**src/rtl/wan_tp_pkg.sv**
```systemverilog
package wan_tp_pkg;
	localparam logic [3:0] addr_test_control = 4'h0;
	localparam logic [3:0] addr_tx_ext_control = 4'h1;
	localparam logic [3:0] addr_test_status = 4'h2;
	localparam logic [3:0] addr_prbs_checker_status = 4'h3;
	localparam logic [3:0] addr_prbs_error_count = 4'h4;
	localparam logic [3:0] addr_error_inject_control = 4'h5;
	localparam logic [3:0] addr_section_parity = 4'h6;
	localparam logic [3:0] addr_line_parity = 4'h7;
	localparam logic [3:0] addr_path_parity = 4'h8;
	// test_control_reg fields
	localparam int bit_square_wave_select = 0;
	localparam int bit_pattern_gen_enable = 1;
	localparam int bit_pattern_check_enable = 2;
	localparam int bit_prbs_gen_enable = 3;
	localparam int bit_prbs_check_enable = 4;
	// test_status_reg / prbs_checker_status_reg fields
	localparam int bit_prbs_supported_flag = 0;
	localparam int bit_prbs_error_nonzero = 0;
	localparam int bit_prbs_checker_locked = 1;
	localparam int bit_inject_bit_error = 0;
	localparam int square_width_bits = 4;
	localparam logic [3:0] square_width_reset = 4'h4;
	localparam int count_bits = 16;
	localparam logic [15:0] count_max = 16'hffff;
	localparam int prbs_len = 31;
	localparam int prbs_tap = 28;
	localparam logic [30:0] prbs_seed = 31'h7fffffff;
	localparam logic [4:0] lock_good_bits = 5'h1f;
	localparam logic [2:0] lock_bad_limit = 3'h3;
	localparam int mix_len = 16;
	localparam logic [15:0] mix_pattern = 16'hf0cc;
	localparam logic [1:0] pattern_square = 2'h0;
	localparam logic [1:0] pattern_mixed = 2'h1;
	localparam logic [1:0] pattern_prbs = 2'h2;
	localparam logic [1:0] pattern_idle = 2'h3;
endpackage : wan_tp_pkg
```
**src/rtl/sat_counter.sv**
```systemverilog
`timescale 1ns/1ps
// Saturating counter, cleared by read; an increment in the read cycle survives the clear
module sat_counter (
	// Clock and reset
	input wire logic clock,
	input wire logic rst_n,
	// Control
	input wire logic [1:0] inc,
	input wire logic read_clear,
	// Value
	output logic [15:0] count
);
	logic [16:0] sum;
	logic [15:0] base;
	logic [15:0] count_nxt;

	assign base = read_clear ? 16'h0000 : count;
	assign sum = {1'b0, base} + {15'h0000, inc};
	assign count_nxt = sum[16] ? wan_tp_pkg::count_max : sum[15:0];

	always_ff @(posedge clock or negedge rst_n) begin
		if (!rst_n) begin
			count <= 16'h0000;
		end else begin
			count <= count_nxt;
		end
	end
endmodule : sat_counter

```
**src/rtl/wan_test_pattern_gen_check.sv**
```systemverilog
`timescale 1ns/1ps
module wan_test_pattern_gen_check (
	// Clock and reset
	input wire logic clock,
	input wire logic resetn,
	// Register port
	input wire logic [3:0] addr,
	input wire logic [15:0] wdata,
	input wire logic wr,
	input wire logic rd,
	output logic [15:0] rdata,
	// Serial line, one bit per clock
	output logic tx_bit,
	input wire logic rx_bit
);
	logic rst_a_r;
	logic rst_n_r;
	logic [15:0] ctrl_r;
	logic [3:0] width_r;
	logic inject_r;
	logic [15:0] rdata_r;
	logic tx_r;
	logic [30:0] gen_r;
	logic [30:0] chk_r;
	logic [3:0] sq_cnt_r;
	logic sq_level_r;
	logic [3:0] mix_idx_r;
	logic [4:0] good_r;
	logic locked_r;
	logic [2:0] bad_r;
	logic [15:0] mix_hist_r;
	logic [15:0] mix_err_r;

	// Reset release through two flops
	always_ff @(posedge clock or negedge resetn) begin
		if (!resetn) begin
			rst_a_r <= 1'b0;
			rst_n_r <= 1'b0;
		end else begin
			rst_a_r <= 1'b1;
			rst_n_r <= rst_a_r;
		end
	end

	wire sel_sq = ctrl_r[wan_tp_pkg::bit_square_wave_select];
	wire pat_gen = ctrl_r[wan_tp_pkg::bit_pattern_gen_enable];
	wire pat_chk = ctrl_r[wan_tp_pkg::bit_pattern_check_enable];
	wire prbs_gen = ctrl_r[wan_tp_pkg::bit_prbs_gen_enable];
	wire prbs_chk = ctrl_r[wan_tp_pkg::bit_prbs_check_enable];

	// Pattern priority
	wire [1:0] mode = !pat_gen ? (prbs_gen ? wan_tp_pkg::pattern_prbs
		: wan_tp_pkg::pattern_idle)
		: (sel_sq ? wan_tp_pkg::pattern_square
		: wan_tp_pkg::pattern_mixed);

	// Decode
	wire wr_ctrl = wr && (addr == wan_tp_pkg::addr_test_control);
	wire wr_width = wr && (addr == wan_tp_pkg::addr_tx_ext_control);
	wire wr_inj = wr && (addr == wan_tp_pkg::addr_error_inject_control);
	wire rd_cnt = rd && (addr == wan_tp_pkg::addr_prbs_error_count);
	wire rd_mix = rd && (addr == wan_tp_pkg::addr_path_parity);

	// Generator LFSR, x^31 + x^28 + 1
	wire gen_fb = gen_r[wan_tp_pkg::prbs_len - 1]
		^ gen_r[wan_tp_pkg::prbs_tap - 1];
	wire do_inject = inject_r && (mode == wan_tp_pkg::pattern_prbs);

	// Square wave: width ones then width zeros
	wire [3:0] sq_lim = (width_r == 4'h0) ? 4'h1 : width_r;
	wire sq_wrap = (sq_cnt_r + 4'h1) >= sq_lim;

	wire mix_bit = wan_tp_pkg::mix_pattern[mix_idx_r];

	logic tx_nxt;
	always_comb begin
		case (mode)
			wan_tp_pkg::pattern_square: tx_nxt = sq_level_r;
			wan_tp_pkg::pattern_mixed: tx_nxt = mix_bit;
			wan_tp_pkg::pattern_prbs: tx_nxt = gen_fb ^ do_inject;
			default: tx_nxt = 1'b0;
		endcase
	end

	// Control register
	always_ff @(posedge clock or negedge rst_n_r) begin
		if (!rst_n_r) begin
			ctrl_r <= 16'h0000;
		end else if (wr_ctrl) begin
			ctrl_r <= wdata;
		end
	end

	// Square wave width
	always_ff @(posedge clock or negedge rst_n_r) begin
		if (!rst_n_r) begin
			width_r <= wan_tp_pkg::square_width_reset;
		end else if (wr_width) begin
			width_r <= wdata[wan_tp_pkg::square_width_bits - 1:0];
		end
	end

	// One-shot: cleared once the inverted bit has gone out
	always_ff @(posedge clock or negedge rst_n_r) begin
		if (!rst_n_r) begin
			inject_r <= 1'b0;
		end else if (wr_inj && wdata[wan_tp_pkg::bit_inject_bit_error]) begin
			inject_r <= 1'b1;
		end else if (do_inject) begin
			inject_r <= 1'b0;
		end
	end

	// Line output
	always_ff @(posedge clock or negedge rst_n_r) begin
		if (!rst_n_r) begin
			tx_r <= 1'b0;
		end else begin
			tx_r <= tx_nxt;
		end
	end

	// Injected bit never enters the register, so only one bit is wrong
	always_ff @(posedge clock or negedge rst_n_r) begin
		if (!rst_n_r) begin
			gen_r <= wan_tp_pkg::prbs_seed;
		end else if (mode == wan_tp_pkg::pattern_prbs) begin
			gen_r <= {gen_r[29:0], gen_fb};
		end
	end

	// Square wave phase
	always_ff @(posedge clock or negedge rst_n_r) begin
		if (!rst_n_r) begin
			sq_cnt_r <= 4'h0;
			sq_level_r <= 1'b1;
		end else if (mode == wan_tp_pkg::pattern_square) begin
			sq_cnt_r <= sq_wrap ? 4'h0 : sq_cnt_r + 4'h1;
			if (sq_wrap) begin
				sq_level_r <= ~sq_level_r;
			end
		end else begin
			sq_cnt_r <= 4'h0;
			sq_level_r <= 1'b1;
		end
	end

	// Mixed pattern index
	always_ff @(posedge clock or negedge rst_n_r) begin
		if (!rst_n_r) begin
			mix_idx_r <= 4'h0;
		end else begin
			mix_idx_r <= mix_idx_r + 4'h1;
		end
	end

	// Self-synchronizing checker: shift in received bits
	wire chk_pred = chk_r[wan_tp_pkg::prbs_len - 1]
		^ chk_r[wan_tp_pkg::prbs_tap - 1];
	wire chk_miss = prbs_chk && (chk_pred != rx_bit);
	// A received error is seen once here and again as it passes each tap
	wire tap_miss = prbs_chk && locked_r && chk_miss;
	logic [1:0] prbs_inc;
	assign prbs_inc = tap_miss ? 2'h1 : 2'h0;

	// One line error costs three misses; a fourth before a clean run
	// means the stream is no longer the one we locked to
	wire lock_run = good_r == wan_tp_pkg::lock_good_bits;
	wire lock_drop = locked_r && chk_miss
		&& (bad_r == wan_tp_pkg::lock_bad_limit);

	// Mixed pattern repeats every mix_len bits, so compare with the
	// bit received one period ago; no alignment to the far end needed
	wire mix_check = pat_chk && !sel_sq;
	wire mix_miss = mix_check
		&& (rx_bit != mix_hist_r[wan_tp_pkg::mix_len - 1]);

	// Checker history
	always_ff @(posedge clock or negedge rst_n_r) begin
		if (!rst_n_r) begin
			chk_r <= 31'h00000000;
		end else begin
			chk_r <= prbs_chk ? {chk_r[29:0], rx_bit} : 31'h00000000;
		end
	end

	// Run of correctly predicted bits
	always_ff @(posedge clock or negedge rst_n_r) begin
		if (!rst_n_r) begin
			good_r <= 5'h00;
		end else if (!prbs_chk || chk_miss) begin
			good_r <= 5'h00;
		end else if (!lock_run) begin
			good_r <= good_r + 5'h01;
		end
	end

	// Misses since the last clean run
	always_ff @(posedge clock or negedge rst_n_r) begin
		if (!rst_n_r) begin
			bad_r <= 3'h0;
		end else if (!prbs_chk || !locked_r) begin
			bad_r <= 3'h0;
		end else if (chk_miss) begin
			bad_r <= bad_r + 3'h1;
		end else if (lock_run) begin
			bad_r <= 3'h0;
		end
	end

	// Lock needs a run of good bits; lost on disable or too many misses
	always_ff @(posedge clock or negedge rst_n_r) begin
		if (!rst_n_r) begin
			locked_r <= 1'b0;
		end else if (!prbs_chk || lock_drop) begin
			locked_r <= 1'b0;
		end else if (lock_run) begin
			locked_r <= 1'b1;
		end
	end

	// Received history for the mixed check
	always_ff @(posedge clock or negedge rst_n_r) begin
		if (!rst_n_r) begin
			mix_hist_r <= 16'h0000;
		end else begin
			mix_hist_r <= {mix_hist_r[14:0], rx_bit};
		end
	end

	// Mixed error count; a miss in the read cycle survives the clear
	always_ff @(posedge clock or negedge rst_n_r) begin
		if (!rst_n_r) begin
			mix_err_r <= 16'h0000;
		end else if (rd_mix) begin
			mix_err_r <= {15'h0000, mix_miss};
		end else if (mix_miss && mix_err_r != wan_tp_pkg::count_max) begin
			mix_err_r <= mix_err_r + 16'h0001;
		end
	end

	logic [15:0] prbs_count;
	sat_counter u_prbs_cnt (
		.clock(clock),
		.rst_n(rst_n_r),
		.inc(prbs_inc),
		.read_clear(rd_cnt),
		.count(prbs_count)
	);

	// Read mux
	logic [15:0] rd_val;
	always_comb begin
		rd_val = 16'h0000;
		if (addr == wan_tp_pkg::addr_test_control) begin
			rd_val = ctrl_r;
		end else if (addr == wan_tp_pkg::addr_tx_ext_control) begin
			rd_val = {12'h000, width_r};
		end else if (addr == wan_tp_pkg::addr_test_status) begin
			rd_val[wan_tp_pkg::bit_prbs_supported_flag] = 1'b1;
		end else if (addr == wan_tp_pkg::addr_prbs_checker_status) begin
			rd_val[wan_tp_pkg::bit_prbs_error_nonzero] =
				(prbs_count != 16'h0000);
			rd_val[wan_tp_pkg::bit_prbs_checker_locked] = locked_r;
		end else if (addr == wan_tp_pkg::addr_prbs_error_count) begin
			rd_val = prbs_count;
		end else if (addr == wan_tp_pkg::addr_error_inject_control) begin
			rd_val = {15'h0000, inject_r};
		end else if (addr == wan_tp_pkg::addr_section_parity
			|| addr == wan_tp_pkg::addr_line_parity
			|| addr == wan_tp_pkg::addr_path_parity) begin
			rd_val = mix_err_r;
		end
	end

	always_ff @(posedge clock or negedge rst_n_r) begin
		if (!rst_n_r) begin
			rdata_r <= 16'h0000;
		end else begin
			rdata_r <= rd ? rd_val : 16'h0000;
		end
	end

	assign rdata = rdata_r;
	assign tx_bit = tx_r;
endmodule : wan_test_pattern_gen_check

```
**config.mk**
```make
export PLATFORM = sky130hd
export DESIGN_NAME = wan_test_pattern_gen_check
export DESIGN_NICKNAME = d
export VERILOG_FILES = /design/src/rtl/wan_tp_pkg.sv /design/src/rtl/sat_counter.sv /design/src/rtl/wan_test_pattern_gen_check.sv
export SDC_FILE = /design/constraint.sdc
export NUM_CORES = 1
export LEC_CHECK = 0
export BUFFER_PORTS_ARGS = -buffer_cell sky130_fd_sc_hd__clkbuf_2
export CORE_MARGIN = 2
export CORE_UTILIZATION = 30
export CTS_CLUSTER_SIZE = 40
export DETAILED_ROUTE_END_ITERATION = 12
export GPL_ROUTABILITY_DRIVEN = 0
export MAX_ROUTING_LAYER = met4
export RECOVER_POWER = 100
export SYNTH_ARGS = -nofsm -noshare
export SYNTH_HDL_FRONTEND = slang
export SYNTH_HIERARCHICAL = 1
export SYNTH_SLANG_ARGS = --single-unit
```
**constraint.sdc**
```tcl
create_clock -name clock -period 7.05 [get_ports clock]
set_input_delay 1.41 -clock clock [delete_from_list [all_inputs] [get_ports clock]]
set_output_delay 1.41 -clock clock [all_outputs]
set_load 0.005 [all_outputs]
```
Yosys cells after proc, flatten, opt, wreduce, memory -nomap -nowiden --
Memory sizes are Yosys's and may differ from the RTL's. Cells that the tools add are included.
Storage, ports and cells: register bits after elaboration 168, ROM bits 16, input port bits 25, output and inout port bits 17, word-level logic and storage cells 114, memories 1
Operators by class: add/sub/neg operators 6, $lt $le $gt $ge 2, equality and inequality tests 17, muxes and demuxes 35, bitwise operators 4, reductions and logical operators 31
Memories:
- (name not given) | words 16, bits a word 1, rd ports 1, clocked after memory_dff 0, write ports 0, RTL line wan_test_pattern_gen_check.sv:73 | wire mix_bit = wan_tp_pkg::mix_pattern[mix_idx_r];
Operators with widths (count):
- two-way mux 16 bit | 10
- two-way mux 31 bit | 1
- adder 16 x 1 -> 17 bit | 1
- adder 16 x 1 -> 16 bit, second input constant | 1
- equality test 4 x 3 -> 1 bit, second input constant | 4
- != test 16 bit, second input constant | 1
- nonzero test 16 bit | 1
- logical AND 1 bit | 15
- two-way mux 15 bit | 1
- two-way mux 14 bit | 1
- two-way mux 4 bit | 3
- two-way mux 1 bit | 11
- two-way mux 5 bit | 2
- two-way mux 3 bit | 3
- adder 4 x 1 -> 4 bit, second input constant | 2
- equality test 4 x 2 -> 1 bit, second input constant | 2
- zero test 4 bit | 2
- nonzero test 2 bit | 3
- adder 5 x 1 -> 5 bit, second input constant | 1
- equality test 5 bit, second input constant | 1
- logical OR 1 bit | 5
- < comparator 4 x 5 -> 1 bit, second input constant | 1
- equality test 4 x 1 -> 1 bit, second input constant | 1
- equality test 4 bit, second input constant | 1
- 15 further kinds | 21

Depth between registers and ports, before layout --
Gate-level depths: netlist of the first run.
word-level depth 11, mapped depth 15, depth with buffers taken out 11

Modules after synthesis --
The synthesis of the first run kept the hierarchy.
Modules (own cells, without submodules):
- wan_test_pattern_gen_check | times used 1, cells each 491, area each 6309.8 um2, sequential area each 3844.9 um2
- sat_counter | times used 1, cells each 99, area each 950.9 um2, sequential area each 400.4 um2

Worst setup path after synthesis of the first run --
OpenSTA, ideal clock, no wires.
kind input port to flip-flop, start point input port addr[1], end point register u_prbs_cnt.count[14], setup time 120 ps, arrival time 4169 ps, required time 6930 ps, slack 2761 ps, stages 14, path buffers 4, cell sequence buf_1 > nor3b_1 > buf_2 > and2_1 > clkbuf_1 > buf_2 > nor2b_1 > ha_1 > inv_1 > fa_1 > or3b_4 > nor3_2 > nand4b_1 > and3b_1
On the way: cells in the longest elaborated chain, start to end 5
RTL lines:
- from (decl) | RTL line wan_test_pattern_gen_check.sv:7 | input wire logic [3:0] addr,
- equality test 4 x 3 -> 1 bit | RTL line wan_test_pattern_gen_check.sv:61 | wire rd_cnt = rd && (addr == wan_tp_pkg::addr_prbs_error_count);
- logical AND 1 bit | RTL line wan_test_pattern_gen_check.sv:61
- via rd_cnt | RTL line wan_test_pattern_gen_check.sv:61
- two-way mux 16 bit | RTL line sat_counter.sv:17 | assign base = read_clear ? 16'h0000 : count;
- adder 16 x 1 -> 17 bit | RTL line sat_counter.sv:18 | assign sum = {1'b0, base} + {15'h0000, inc};
- two-way mux 16 bit | RTL line sat_counter.sv:19 | assign count_nxt = sum[16] ? wan_tp_pkg::count_max : sum[15:0];
- via u_prbs_cnt.count_nxt[14] | RTL line sat_counter.sv:15 | logic [15:0] count_nxt;
- to (signal assigned) | RTL line sat_counter.sv:25 | count <= count_nxt;
- to (decl) | RTL line sat_counter.sv:11 | output logic [15:0] count
The timed path passes the listed nets, and every way through them passes these cells. A chain may end at the register's enable or synchronous reset.

==> impl_summary.log, run 1 <==
INFO  metric outcome = complete, but fails checks
INFO  metric failed_checks = max-capacitance violations, max-slew violations
INFO  metric clockBufferDepth = 2
INFO  metric cts_post_setup_buffers_inserted = 0
INFO  metric clock_sinks = 168
INFO  metric layout_worst_path_cycle_share = 61.9%
INFO  metric crit_family = buffers and inverters
INFO  metric worstSetupPathType = register to async pin
INFO  metric postSynthAreaPerCell = 12.3 µm²
INFO  metric timing.final.ws_setup = 2.69 ns
INFO  metric postSynthRegisterBits = 168
INFO  metric die_area = 0.0255 mm²
INFO  metric rsz0062_at_grt = no
INFO  metric post-route-min-period = 4.36 ns
INFO  metric synth_area_leader_cell = sky130_fd_sc_hd__dfrtp_1
INFO  metric worstReg2RegStart = rst_n_r$_DFF_PN0_
INFO  metric worst_setup_hold_path_clk_slew = 0.08 ns
INFO  metric async_flop_share = 100%
INFO  metric tightest_slew = 2.67 ns
INFO  metric place.port_buffers = 41
INFO  metric setup_tns = 0 ns
INFO  metric setup_violations = 0
INFO  metric initial_utilization = 30.7%
INFO  metric hold_start = mix_hist_r[12]$_DFF_PN0_
INFO  metric maximum_number_of_pins_on_one_net_before_global_route_repair = 59
INFO  metric slew_viol_final = 147
INFO  metric area_of_the_mapped_netlist = 0.00726 mm²
INFO  metric timing.rr.end = mix_hist_r[12]$_DFF_PN0_
INFO  metric regToRegSetupSlack = 2.69 ns
INFO  metric layout.nets = 669
INFO  metric routed-wl-met2 = 6500 µm
INFO  metric fmaxAchievable = 0.229 GHz
INFO  metric dr_wl_met3 = 678 µm
INFO  metric ioPinCount = 42
INFO  metric area_growth_syn_to_layout = 15.0%
INFO  metric grt_util_all_layers = 12.4%
INFO  metric critical_path.n_buffers_inverters = 1
INFO  metric die-width = 160 µm
INFO  metric critPathRequiredTime = 7.03 ns
INFO  metric gr-total-overflow = 0
INFO  metric vias = 4,577
INFO  metric synth_top_area_share = 46.5%
INFO  metric power.density = 294 mW/mm²
INFO  metric drive_gt1_share = 24.9%
INFO  metric setup.worst_path.end_class = async pin
INFO  metric antenna_found_initial = 1
INFO  metric timing_hold_violations_final = 0
INFO  metric clock_insertion_delay_at_the_later_pin_of_the_skew_report = 0.44 ns
INFO  metric critPathMaxStageDelay = 2.01 ns
INFO  metric synth.top_cells.by_area = sky130_fd_sc_hd__dfrtp_1 47%, sky130_fd_sc_hd__dfstp_2 12%, sky130_fd_sc_hd__mux2_2 7.6%, sky130_fd_sc_hd__and2_1 2.9%, sky130_fd_sc_hd__ha_1 2.2%
INFO  metric cts_made_buffers = 17
INFO  metric critical_path.max_fanout = 57
INFO  metric startpoint_type = register
INFO  metric clock-root-buffer = sky130_fd_sc_hd__clkbuf_16
INFO  metric cts_repair_resize_count = 0
INFO  metric synth_flop_cell = sky130_fd_sc_hd__dfrtp_1
INFO  metric route.final.wire_length = 14,300 µm
INFO  metric dp_cells = 930
INFO  metric vdd_drop_max = 107 µV
INFO  metric fin_worst_skew = 0.0120 ns
INFO  metric total_routed_wire_length_on_the_met1_layer = 6920 µm
INFO  metric detailedRoute.firstIterationViolations = 348
INFO  metric synthesis.instances = 590
INFO  metric hold_path.class = register to register
INFO  metric total_leakage_power = 0.00359 µW
INFO  metric synth.cells.most_frequent = 135 x sky130_fd_sc_hd__dfrtp_1, 49 x sky130_fd_sc_hd__mux2_2, 37 x sky130_fd_sc_hd__nand2_1
INFO  metric drc = 0
INFO  metric critical_path_cell_count = 1
INFO  metric min_delay_worst_endpoint = mix_hist_r[13]$_DFF_PN0_
INFO  metric synth-warning-count = 6
INFO  metric detailedPlacementHpwl = 9580 µm
INFO  metric drt-vias-per-instance = 4.75
INFO  metric crit_arrival = 4.35 ns
INFO  metric whs_path_depth = 0
INFO  metric row_count = 56
INFO  metric timing.critical_path.slowest_stage_cell = sky130_fd_sc_hd__clkbuf_1
INFO  metric synth-edff-count = 0
INFO  metric seq_area_frac_synth = 58.5%
INFO  metric detailedPlace.worstSlack = 2.59 ns
INFO  metric final-instance-count-excl-fill = 963
INFO  metric max_slew_margin = -78.3%
INFO  metric worst-r2r-cell-count = 1
INFO  metric drt-wirelength-per-cell = 14.9 µm
INFO  metric synth_most_common_cell = sky130_fd_sc_hd__dfrtp_1
INFO  metric clock_tree.htree_level_count = 4
INFO  metric clock_tree_from_tritoncts = done
INFO  metric ant_nets_after_route = 0
INFO  metric crit_path_cell_trace = clkbuf_1
INFO  metric grt_first_pass_wirelength = 24,300 µm
INFO  metric topRoutingLayerUsed = met4
INFO  metric drt_pass1_iterations = 7
INFO  metric grt_pass1_vias = 4,661
INFO  metric synth_cell_type_count = 67
INFO  metric core_area = 0.0236 mm²
INFO  metric max_cap_viol_count = 3
INFO  metric ctsHoldBuffers = 0
INFO  metric die_height = 160 µm
sequential cells by signal, indices dropped and copies added (netlist names):
register,flops
ctrl_r,16
rdata,16
sq_cnt_r,4
width_r,4
rst_n_r,1
mix_idx_r,4
inject_r,1
mix_hist_r,16
rst_a_r,1
chk_r,31
u_prbs_cnt/count,16
good_r,5
sq_level_r,1
tx_bit,1
bad_r,3
locked_r,1
gen_r,31
mix_err_r,16
cell families (layout without fill, tap and decap cells):
logic type / Yosys count / count (layout) / synth area share [%]
other cells: 2 / 4 / 0.103
simple gates: 209 / 209 / 17.5
buf+inv: 40 / 92 / 2.41
xor+xnor: 21 / 21 / 2.64
compound gates: 81 / 81 / 7.93
flops: 168 / 168 / 58.5
mux: 55 / 55 / 8.43
fa+ha+maj: 14 / 14 / 2.52
cell usage in the layout, fill, tap and decap left out, types with 3 or more instances in the layout:
cell,Yosys,routed
sky130_fd_sc_hd__xor2_1,5,6
sky130_fd_sc_hd__nor3_1,7,10
sky130_fd_sc_hd__o21ai_0,8,13
sky130_fd_sc_hd__xnor2_1,15,15
sky130_fd_sc_hd__nand3b_1,3,3
sky130_fd_sc_hd__and2_1,34,11
sky130_fd_sc_hd__or4_1,9,9
sky130_fd_sc_hd__dfstp_2,33,33
sky130_fd_sc_hd__clkbuf_2,0,30
sky130_fd_sc_hd__ha_1,13,13
sky130_fd_sc_hd__buf_4,0,3
sky130_fd_sc_hd__conb_1,2,3
sky130_fd_sc_hd__clkbuf_1,11,13
sky130_fd_sc_hd__clkinv_8,0,7
sky130_fd_sc_hd__a222oi_1,14,14
sky130_fd_sc_hd__inv_8,0,3
sky130_fd_sc_hd__dfrtp_1,135,135
sky130_fd_sc_hd__nand2b_1,10,10
sky130_fd_sc_hd__inv_1,14,14
sky130_fd_sc_hd__nand4b_1,4,4
sky130_fd_sc_hd__and2_0,1,24
sky130_fd_sc_hd__a21oi_1,22,22
sky130_fd_sc_hd__nand2_1,37,37
sky130_fd_sc_hd__o211ai_1,5,5
sky130_fd_sc_hd__nor2b_1,24,23
sky130_fd_sc_hd__nor2_1,22,22
sky130_fd_sc_hd__mux2i_1,6,6
sky130_fd_sc_hd__clkbuf_16,0,17
sky130_fd_sc_hd__mux2_2,49,48
sky130_fd_sc_hd__nor4_1,8,10
sky130_fd_sc_hd__nand3_1,15,15
sky130_fd_sc_hd__nand4_1,4,5
sky130_fd_sc_hd__and3_1,3,3
sky130_fd_sc_hd__o31ai_1,9,9
worst max-delay path by stage:
stage                      start                              to  slack (ns)
2_1_floorplan  rst_n_r$_DFF_PN0_            bad_r[0]$_DFFE_PN0P_        2.08
3_3_place_gp             addr[2]  u_prbs_cnt/count[13]$_DFF_PN0_        2.68
3_5_place_dp             addr[2]   u_prbs_cnt/count[4]$_DFF_PN0_        2.59
4_1_cts                  addr[2]  u_prbs_cnt/count[13]$_DFF_PN0_        3.06
5_1_grt        rst_n_r$_DFF_PN0_        mix_hist_r[14]$_DFF_PN0_        1.71
6_report       rst_n_r$_DFF_PN0_        mix_hist_r[12]$_DFF_PN0_        2.69
metal layers:
metal,GRT usage (%),vias up
met3,3.80,18
met4,3.84,0
met2,18.2,84
met5,-,-
met1,16.5,2281
li1,-,2194
layout make-up:
class	count	area (µm²)
Antenna cell	1	2.50
Fill cell	2357	15300
Inverter	14	52.6
Sequential cell	168	4250
Tap cell	319	399
Timing Repair Buffer	46	221
Multi-Input combinational cell	383	2800
Clock inverter	15	198
Clock buffer	17	425
power by group:
part | internal (µW) | switching, µW
Clock | 485 | 460
Combinational | 150 | 145
Sequential | 1100 | 121
Total | 1730 | 725
metrics by stage:
stage / hold slack, ns / area (µm²) / total power (µW) / utilization (%)
5_1_grt: 0.361 / 8350 / 2590 / 35.3
3_3_place_gp: 0.335 / 7790 / 1530 / 33.0
2_1_floorplan: 0.331 / 7260 / 1440 / -
3_5_place_dp: 0.336 / 7790 / 1540 / 33.0
6_report: 0.353 / 8350 / 2460 / 35.3
4_1_cts: 0.354 / 8410 / 2500 / 35.6
(Power assumes the default switching activity.)
==> run 2: changes to the inputs <==
- clock period: 7.05 -> 4.4 ns (I/O delays scaled with it)
==> run 2 against run 1 <==
Global-route usage decreased by 0.067 points. Cell count up 0.10%. Largest power group unchanged. Core utilization rose by 0.13 points. Flip-flop and latch count stayed put. Non-clock buffer count increased by 2. Clock-buffer cell count increased by 2. Design area grew 0.36%. Via count is 0.24% lower. Highest routed layer unchanged. Clock power grew 63%. The flow still finishes with violations (max-capacitance violations, max-slew violations). Critical path depth is 10 higher. Sequential power up 58%. Clock skew decreased by 0.0032 ns.
==> impl_summary.log, run 2 (same netlist as run 1, synthesis figures left out) <==
INFO  metric worstReg2RegStart = chk_r[30]$_DFF_PN0_
INFO  metric layout.cells.most_common = sky130_fd_sc_hd__dfrtp_1
INFO  metric drt_pass1_iterations = 5
INFO  metric tightest_slew = 2.84 ns
INFO  metric clock_tree_from_tritoncts = done
INFO  metric num_antenna_cells = 0
INFO  metric critical_path.max_fanout = 12
INFO  metric layout_top_registers = chk_r: 31 flops, gen_r: 31 flops
INFO  metric fillerInstances = 2,361
INFO  metric power.share.combinational = 12.5%
INFO  metric max_cap_viol_count = 3
INFO  metric fmaxAchievable = 0.299 GHz
INFO  metric clock_insertion_delay_at_the_later_pin_of_the_skew_report = 0.44 ns
INFO  metric dr_wl_met3 = 610 µm
INFO  metric startpoint_type = input port
INFO  metric clockBufferDepth = 2
INFO  metric detailedPlacementHpwl = 9430 µm
INFO  metric timing.rr.end = u_prbs_cnt/count[11]$_DFF_PN0_
INFO  metric grt_pass1_vias = 4,538
INFO  metric vias = 4,566
INFO  metric final-instance-count-excl-fill = 964
INFO  metric ioPinCount = 42
INFO  metric topRoutingLayerUsed = met4
INFO  metric route.final.wire_length = 14,400 µm
INFO  metric setup.worst_path.end_class = register
INFO  metric power_frac_clock = 38.8%
INFO  metric hold_path.class = input port to async pin
INFO  metric power.density = 473 mW/mm²
INFO  metric detailedRoute.firstIterationViolations = 359
INFO  metric regToRegSetupSlack = 1.38 ns
INFO  metric critical_path.startpoint = addr[0]
INFO  metric total_leakage_power = 0.00361 µW
INFO  metric timing_hold_violations_final = 0
INFO  metric worst-r2r-cell-count = 10
INFO  metric critPathRequiredTime = 4.76 ns
INFO  metric drt-vias-per-instance = 4.74
INFO  metric setup_violations = 0
INFO  metric ctsHoldBuffers = 0
INFO  metric total_routed_wire_length_on_the_met1_layer = 7150 µm
INFO  metric slew_viol_final = 123
INFO  metric worst_setup_hold_path_clk_slew = 0.07 ns
INFO  metric cts_made_buffers = 17
INFO  metric ant_nets_after_route = 0
INFO  metric die-width = 160 µm
INFO  metric row_count = 56
INFO  metric antenna_found_initial = 0
INFO  metric drt-wirelength-per-cell = 14.9 µm
INFO  metric core_area = 0.0236 mm²
INFO  metric cts_post_setup_buffers_inserted = 0
INFO  metric worstSetupPathType = input port to register
INFO  metric post-route-min-period = 3.34 ns
INFO  metric failed_checks = max-capacitance violations, max-slew violations
INFO  metric power.share.sequential = 48.8%
INFO  metric initial_utilization = 30.7%
INFO  metric clock-root-buffer = sky130_fd_sc_hd__clkbuf_16
INFO  metric destination_of_the_critical_timing_path = u_prbs_cnt/count[11]$_DFF_PN0_
INFO  metric max_slew_margin = -89.4%
INFO  metric vdd_drop_max = 251 µV
INFO  metric fin_worst_skew = 0.00883 ns
INFO  metric rsz0062_at_grt = no
INFO  metric cts_repair_resize_count = 0
INFO  metric layout_worst_path_cycle_share = 75.9%
INFO  metric setup_tns = 0 ns
INFO  metric die_height = 160 µm
INFO  metric maximum_number_of_pins_on_one_net_before_global_route_repair = 85
INFO  metric place.port_buffers = 41
INFO  metric clock_tree.htree_level_count = 4
INFO  metric drc = 0
INFO  metric area_growth_syn_to_layout = 15.4%
INFO  metric switching_share = 28.5%
INFO  metric gr-total-overflow = 0
INFO  metric clock_sinks = 168
INFO  metric drive_gt1_share = 24.8%
INFO  metric most-common-layout-cells = 135 x sky130_fd_sc_hd__dfrtp_1, 48 x sky130_fd_sc_hd__mux2_2, 37 x sky130_fd_sc_hd__nand2_1
INFO  metric routed-wl-met2 = 6430 µm
INFO  metric die_area = 0.0255 mm²
INFO  metric crit_arrival = 3.70 ns
INFO  metric dp_cells = 932
INFO  metric p_switching = 1130 µW
INFO  metric grt_util_all_layers = 12.4%
INFO  metric outcome = complete, but fails checks
INFO  metric grt_first_pass_wirelength = 24,300 µm
INFO  metric layout.nets = 671
INFO  metric intPower = 2840 µW
==> run 2: changes by cell type in the layout (fill, tap and decap cells not counted), moves of 2 or more <==
| cell | before | now |
|---|---|---|
| sky130_fd_sc_hd__and2_0 | 24 | 26 |
| sky130_fd_sc_hd__inv_8 | 3 | 5 |
| sky130_fd_sc_hd__clkbuf_1 | 13 | 16 |
| sky130_fd_sc_hd__clkinv_8 | 7 | 4 |
| sky130_fd_sc_hd__and2_1 | 11 | 9 |
==> run 2: through the flow <==
step / setup slack, ns / util (%) / hold slack, ns / power (µW) / instance area, µm²
global route: 0.815 / 35.5 / 0.209 / 4180 / 8380
CTS: 1.24 / 35.7 / 0.191 / 4030 / 8440
global placement: 0.860 / 33.1 / 0.333 / 2460 / 7820
floorplan: 0.641 / - / 0.331 / 2310 / 7270
detailed placement: 0.800 / 33.1 / 0.337 / 2470 / 7820
finish: 1.06 / 35.5 / 0.209 / 3970 / 8380
==> run 2: power by group through the flow <==
stage | sequential, µW | clock [µW] | combinational, µW
2_1_floorplan | 1910 | 0 | 398
3_3_place_gp | 1960 | 0 | 497
3_5_place_dp | 1960 | 0 | 507
4_1_cts | 1940 | 1580 | 512
5_1_grt | 1970 | 1640 | 567
6_report | 1930 | 1540 | 494
==> run 2: cell type report <==
| class | instances | area, µm² | share of cell area (%) |
|---|---|---|---|
| Sequential cell | 168 | 4250 | 50.7 |
| Clock inverter | 13 | 178 | 2.12 |
| Clock buffer | 19 | 443 | 5.29 |
| Tap cell | 319 | 399 | 4.76 |
| Inverter | 14 | 52.6 | 0.627 |
| Timing Repair Buffer | 48 | 244 | 2.91 |
| Multi-Input combinational cell | 383 | 2820 | 33.6 |
==> run 2: worst min-delay path by stage <==
stage                                  from                 endpoint  slack [ns]  depth (start not counted)
global placement    mix_hist_r[3]$_DFF_PN0_  mix_hist_r[4]$_DFF_PN0_        0.33                          0
floorplan                 rst_a_r$_DFF_PN0_        rst_n_r$_DFF_PN0_        0.33                          0
CTS                                  resetn        rst_n_r$_DFF_PN0_        0.19                          1
finish                               resetn        rst_n_r$_DFF_PN0_        0.21                          1
global route                         resetn        rst_a_r$_DFF_PN0_        0.21                          1
detailed placement  mix_hist_r[1]$_DFF_PN0_  mix_hist_r[2]$_DFF_PN0_        0.34                          0
==> run 2: layer usage <==
metal,vias to the layer above,global-route usage (%)
li1,2214,-
met3,17,2.63
met1,2246,17.2
met4,0,4.83
met5,-,-
met2,89,17.6
==> run 2: worst max-delay path, cell delays in order <==
cell	delay [ns]
sky130_fd_sc_hd__clkbuf_1	0.43
sky130_fd_sc_hd__nor3b_1	0.12
sky130_fd_sc_hd__and2_0	0.22
sky130_fd_sc_hd__nor2b_1	0.13
sky130_fd_sc_hd__ha_1	0.18
sky130_fd_sc_hd__inv_1	0.06
sky130_fd_sc_hd__fa_1	0.41
sky130_fd_sc_hd__or3b_1	0.47
sky130_fd_sc_hd__nor3_1	0.31
sky130_fd_sc_hd__nand2_1	0.33
sky130_fd_sc_hd__o211ai_1	0.17
==> run 3: changes to the inputs <==
- clock period: 4.4 -> 2.75 ns (I/O delays scaled with it)
==> run 3 against run 2 <==
The flow still finishes with violations (max-capacitance violations, max-slew violations). Critical path depth unchanged. First-iteration DRC count decreased by 5.0%. Setup slack got worse by 0.91 ns. Combinational power increased by 69%. Design area increased by 1.9%. Critical path type is now register to register. Largest power group unchanged.
==> impl_summary.log, run 3 (same netlist as run 1, synthesis figures left out) <==
INFO  metric layout_worst_path_cycle_share = 94.4%
INFO  metric drive_gt1_share = 28.1%
INFO  metric drt-vias-per-instance = 4.72
INFO  metric clock_tree_from_tritoncts = done
INFO  metric core_area = 0.0236 mm²
INFO  metric total_leakage_power = 0.00372 µW
INFO  metric layout_top_registers = chk_r: 31 flops, gen_r: 31 flops
INFO  metric most-common-layout-cells = 135 x sky130_fd_sc_hd__dfrtp_1, 49 x sky130_fd_sc_hd__mux2_2, 37 x sky130_fd_sc_hd__nand2_1
INFO  metric timing_hold_violations_final = 0
INFO  metric initial_utilization = 30.7%
INFO  metric slew_viol_final = 75
INFO  metric row_count = 56
INFO  metric setup.worst_path.end_class = register
INFO  metric area_growth_syn_to_layout = 17.6%
INFO  metric critical_path.max_fanout = 5
INFO  metric critPathMaxStageDelay = 0.42 ns
INFO  metric die_area = 0.0255 mm²
INFO  metric clockBufferDepth = 2
INFO  metric grt_pass1_vias = 4,695
INFO  metric ant_nets_after_route = 0
INFO  metric antenna_found_initial = 0
INFO  metric post-route-min-period = 2.60 ns
INFO  metric ioPinCount = 42
INFO  metric fillerInstances = 2,323
INFO  metric place.port_buffers = 41
INFO  metric power.density = 738 mW/mm²
INFO  metric worst_setup_hold_path_clk_slew = 0.07 ns
INFO  metric detailedRoute.firstIterationViolations = 341
INFO  metric outcome = complete, but fails checks
INFO  metric post-layout-total-power = 6300 µW
INFO  metric hold_path.class = input port to register
INFO  metric detailedPlacementHpwl = 9560 µm
INFO  metric crit_family = simple AND/OR/NAND/NOR gates
INFO  metric crit_arrival = 2.91 ns
INFO  metric route.final.wire_length = 14,200 µm
INFO  metric drc = 0
INFO  metric setup_violations = 0
INFO  metric critical_path_cell_count = 11
INFO  metric clock_tree.htree_level_count = 4
INFO  metric whs_path_depth = 3
INFO  metric die_height = 160 µm
INFO  metric hold_start = wdata[2]
INFO  metric drt_pass1_iterations = 7
INFO  metric multiInputGateArea = 0.00285 mm²
INFO  metric tightest_slew = 1.64 ns
INFO  metric fmaxAchievable = 0.385 GHz
INFO  metric critical_path.n_buffers_inverters = 2
INFO  metric rsz0062_at_grt = no
INFO  metric clock-root-buffer = sky130_fd_sc_hd__clkbuf_16
INFO  metric max_cap_viol_count = 2
INFO  metric worstSetupPathType = register to register
INFO  metric layout.cells.most_common = sky130_fd_sc_hd__dfrtp_1
INFO  metric cts_repair_resize_count = 0
INFO  metric timing.critical_path.slowest_stage_cell = sky130_fd_sc_hd__or3b_4
INFO  metric critical_path.startpoint = chk_r[27]$_DFF_PN0_
INFO  metric failed_checks = max-capacitance violations, max-slew violations
INFO  metric num_antenna_cells = 0
INFO  metric setup_tns = 0 ns
INFO  metric area.sequential = 0.00425 mm²
INFO  metric whs = 0.343 ns
INFO  metric clock_sinks = 168
INFO  metric drt-wirelength-per-cell = 14.4 µm
INFO  metric fin_worst_skew = 0.00774 ns
INFO  metric worst-r2r-cell-count = 11
INFO  metric max_slew_margin = -9.66%
INFO  metric worstReg2RegStart = chk_r[27]$_DFF_PN0_
INFO  metric cts_made_buffers = 17
INFO  metric layout.nets = 694
INFO  metric startpoint_type = register
INFO  metric crit_path_cell_trace = xor2_1, xnor2_1, nor2_1, ha_1, inv_2, fa_2, or3b_4, buf_4, nor3_4, nand4b_1, and3b_1
INFO  metric grt_first_pass_wirelength = 24,000 µm
INFO  metric maximum_number_of_pins_on_one_net_before_global_route_repair = 58
INFO  metric grt_util_all_layers = 12.1%
INFO  metric critPathRequiredTime = 3.07 ns
INFO  metric gr-total-overflow = 0
INFO  metric clock_insertion_delay_at_the_later_pin_of_the_skew_report = 0.43 ns
INFO  metric vdd_drop_max = 325 µV
INFO  metric die-width = 160 µm
INFO  metric vias = 4,658
## run 3: worst paths after layout
kind                                             endpoint  slack, ns
setup / recovery           u_prbs_cnt/count[14]$_DFF_PN0_       0.15
hold / removal                     width_r[2]$_DFFE_PN1P_       0.34
setup reg to reg           u_prbs_cnt/count[14]$_DFF_PN0_       0.15
hold reg to reg                  mix_hist_r[12]$_DFF_PN0_       0.35
max in group asynchronous            gen_r[0]$_DFFE_PN1P_       0.65
min in group asynchronous               rst_a_r$_DFF_PN0_       0.44
## run 3: metal layers
metal,track usage [%],up-vias,wire [µm]
li1,-,2235,-
met1,15.9,2326,6760
met2,18.2,77,6680
met3,2.92,20,522
met4,4.05,0,218
met5,-,-,0
## run 3: layout make-up
type / count / area share, %
sequential: 168 / 49.7
tap: 319 / 4.68
multi-input combinational: 383 / 33.4
inverter: 14 / 0.616
clock buffer: 18 / 5.14
timing repair buffer: 71 / 4.69
clock inverter: 14 / 1.79
## run 3: what timing repair did
action | CTS | global route
hold buffers | 1 | 0
buffers inserted | 0 | 1
endpoints found under the hold margin | 2 | 0
endpoints found under the setup margin | 0 | 2
## run 3: worst register-to-register path, stage by stage (launching register included)
cell and delay, ns:
sky130_fd_sc_hd__dfrtp_1 0.39, sky130_fd_sc_hd__xor2_1 0.17, sky130_fd_sc_hd__xnor2_1 0.14, sky130_fd_sc_hd__nor2_1 0.11, sky130_fd_sc_hd__ha_1 0.19, sky130_fd_sc_hd__inv_2 0.05
sky130_fd_sc_hd__fa_2 0.38, sky130_fd_sc_hd__or3b_4 0.42, sky130_fd_sc_hd__buf_4 0.16, sky130_fd_sc_hd__nor3_4 0.21, sky130_fd_sc_hd__nand4b_1 0.11, sky130_fd_sc_hd__and3b_1 0.17
## run 3: power by group
group,leakage [µW],internal (µW),switching [µW]
clock network,0.000295,1310,1070
logic,0.00130,418,419
registers,0.00213,2810,263
## run 3: stage by stage
step                      util [%]  cell area, µm²  setup WS [ns]  cells
final                         36.2            8540          0.154    987
after global routing          36.2            8540        0.00764    987
after CTS                     36.5            8620          0.145    986
after detailed placement      34.0            8020         -0.200    953
after global placement        34.0            8020         -0.168    953
after floorplan                  -            7330         -0.385    591
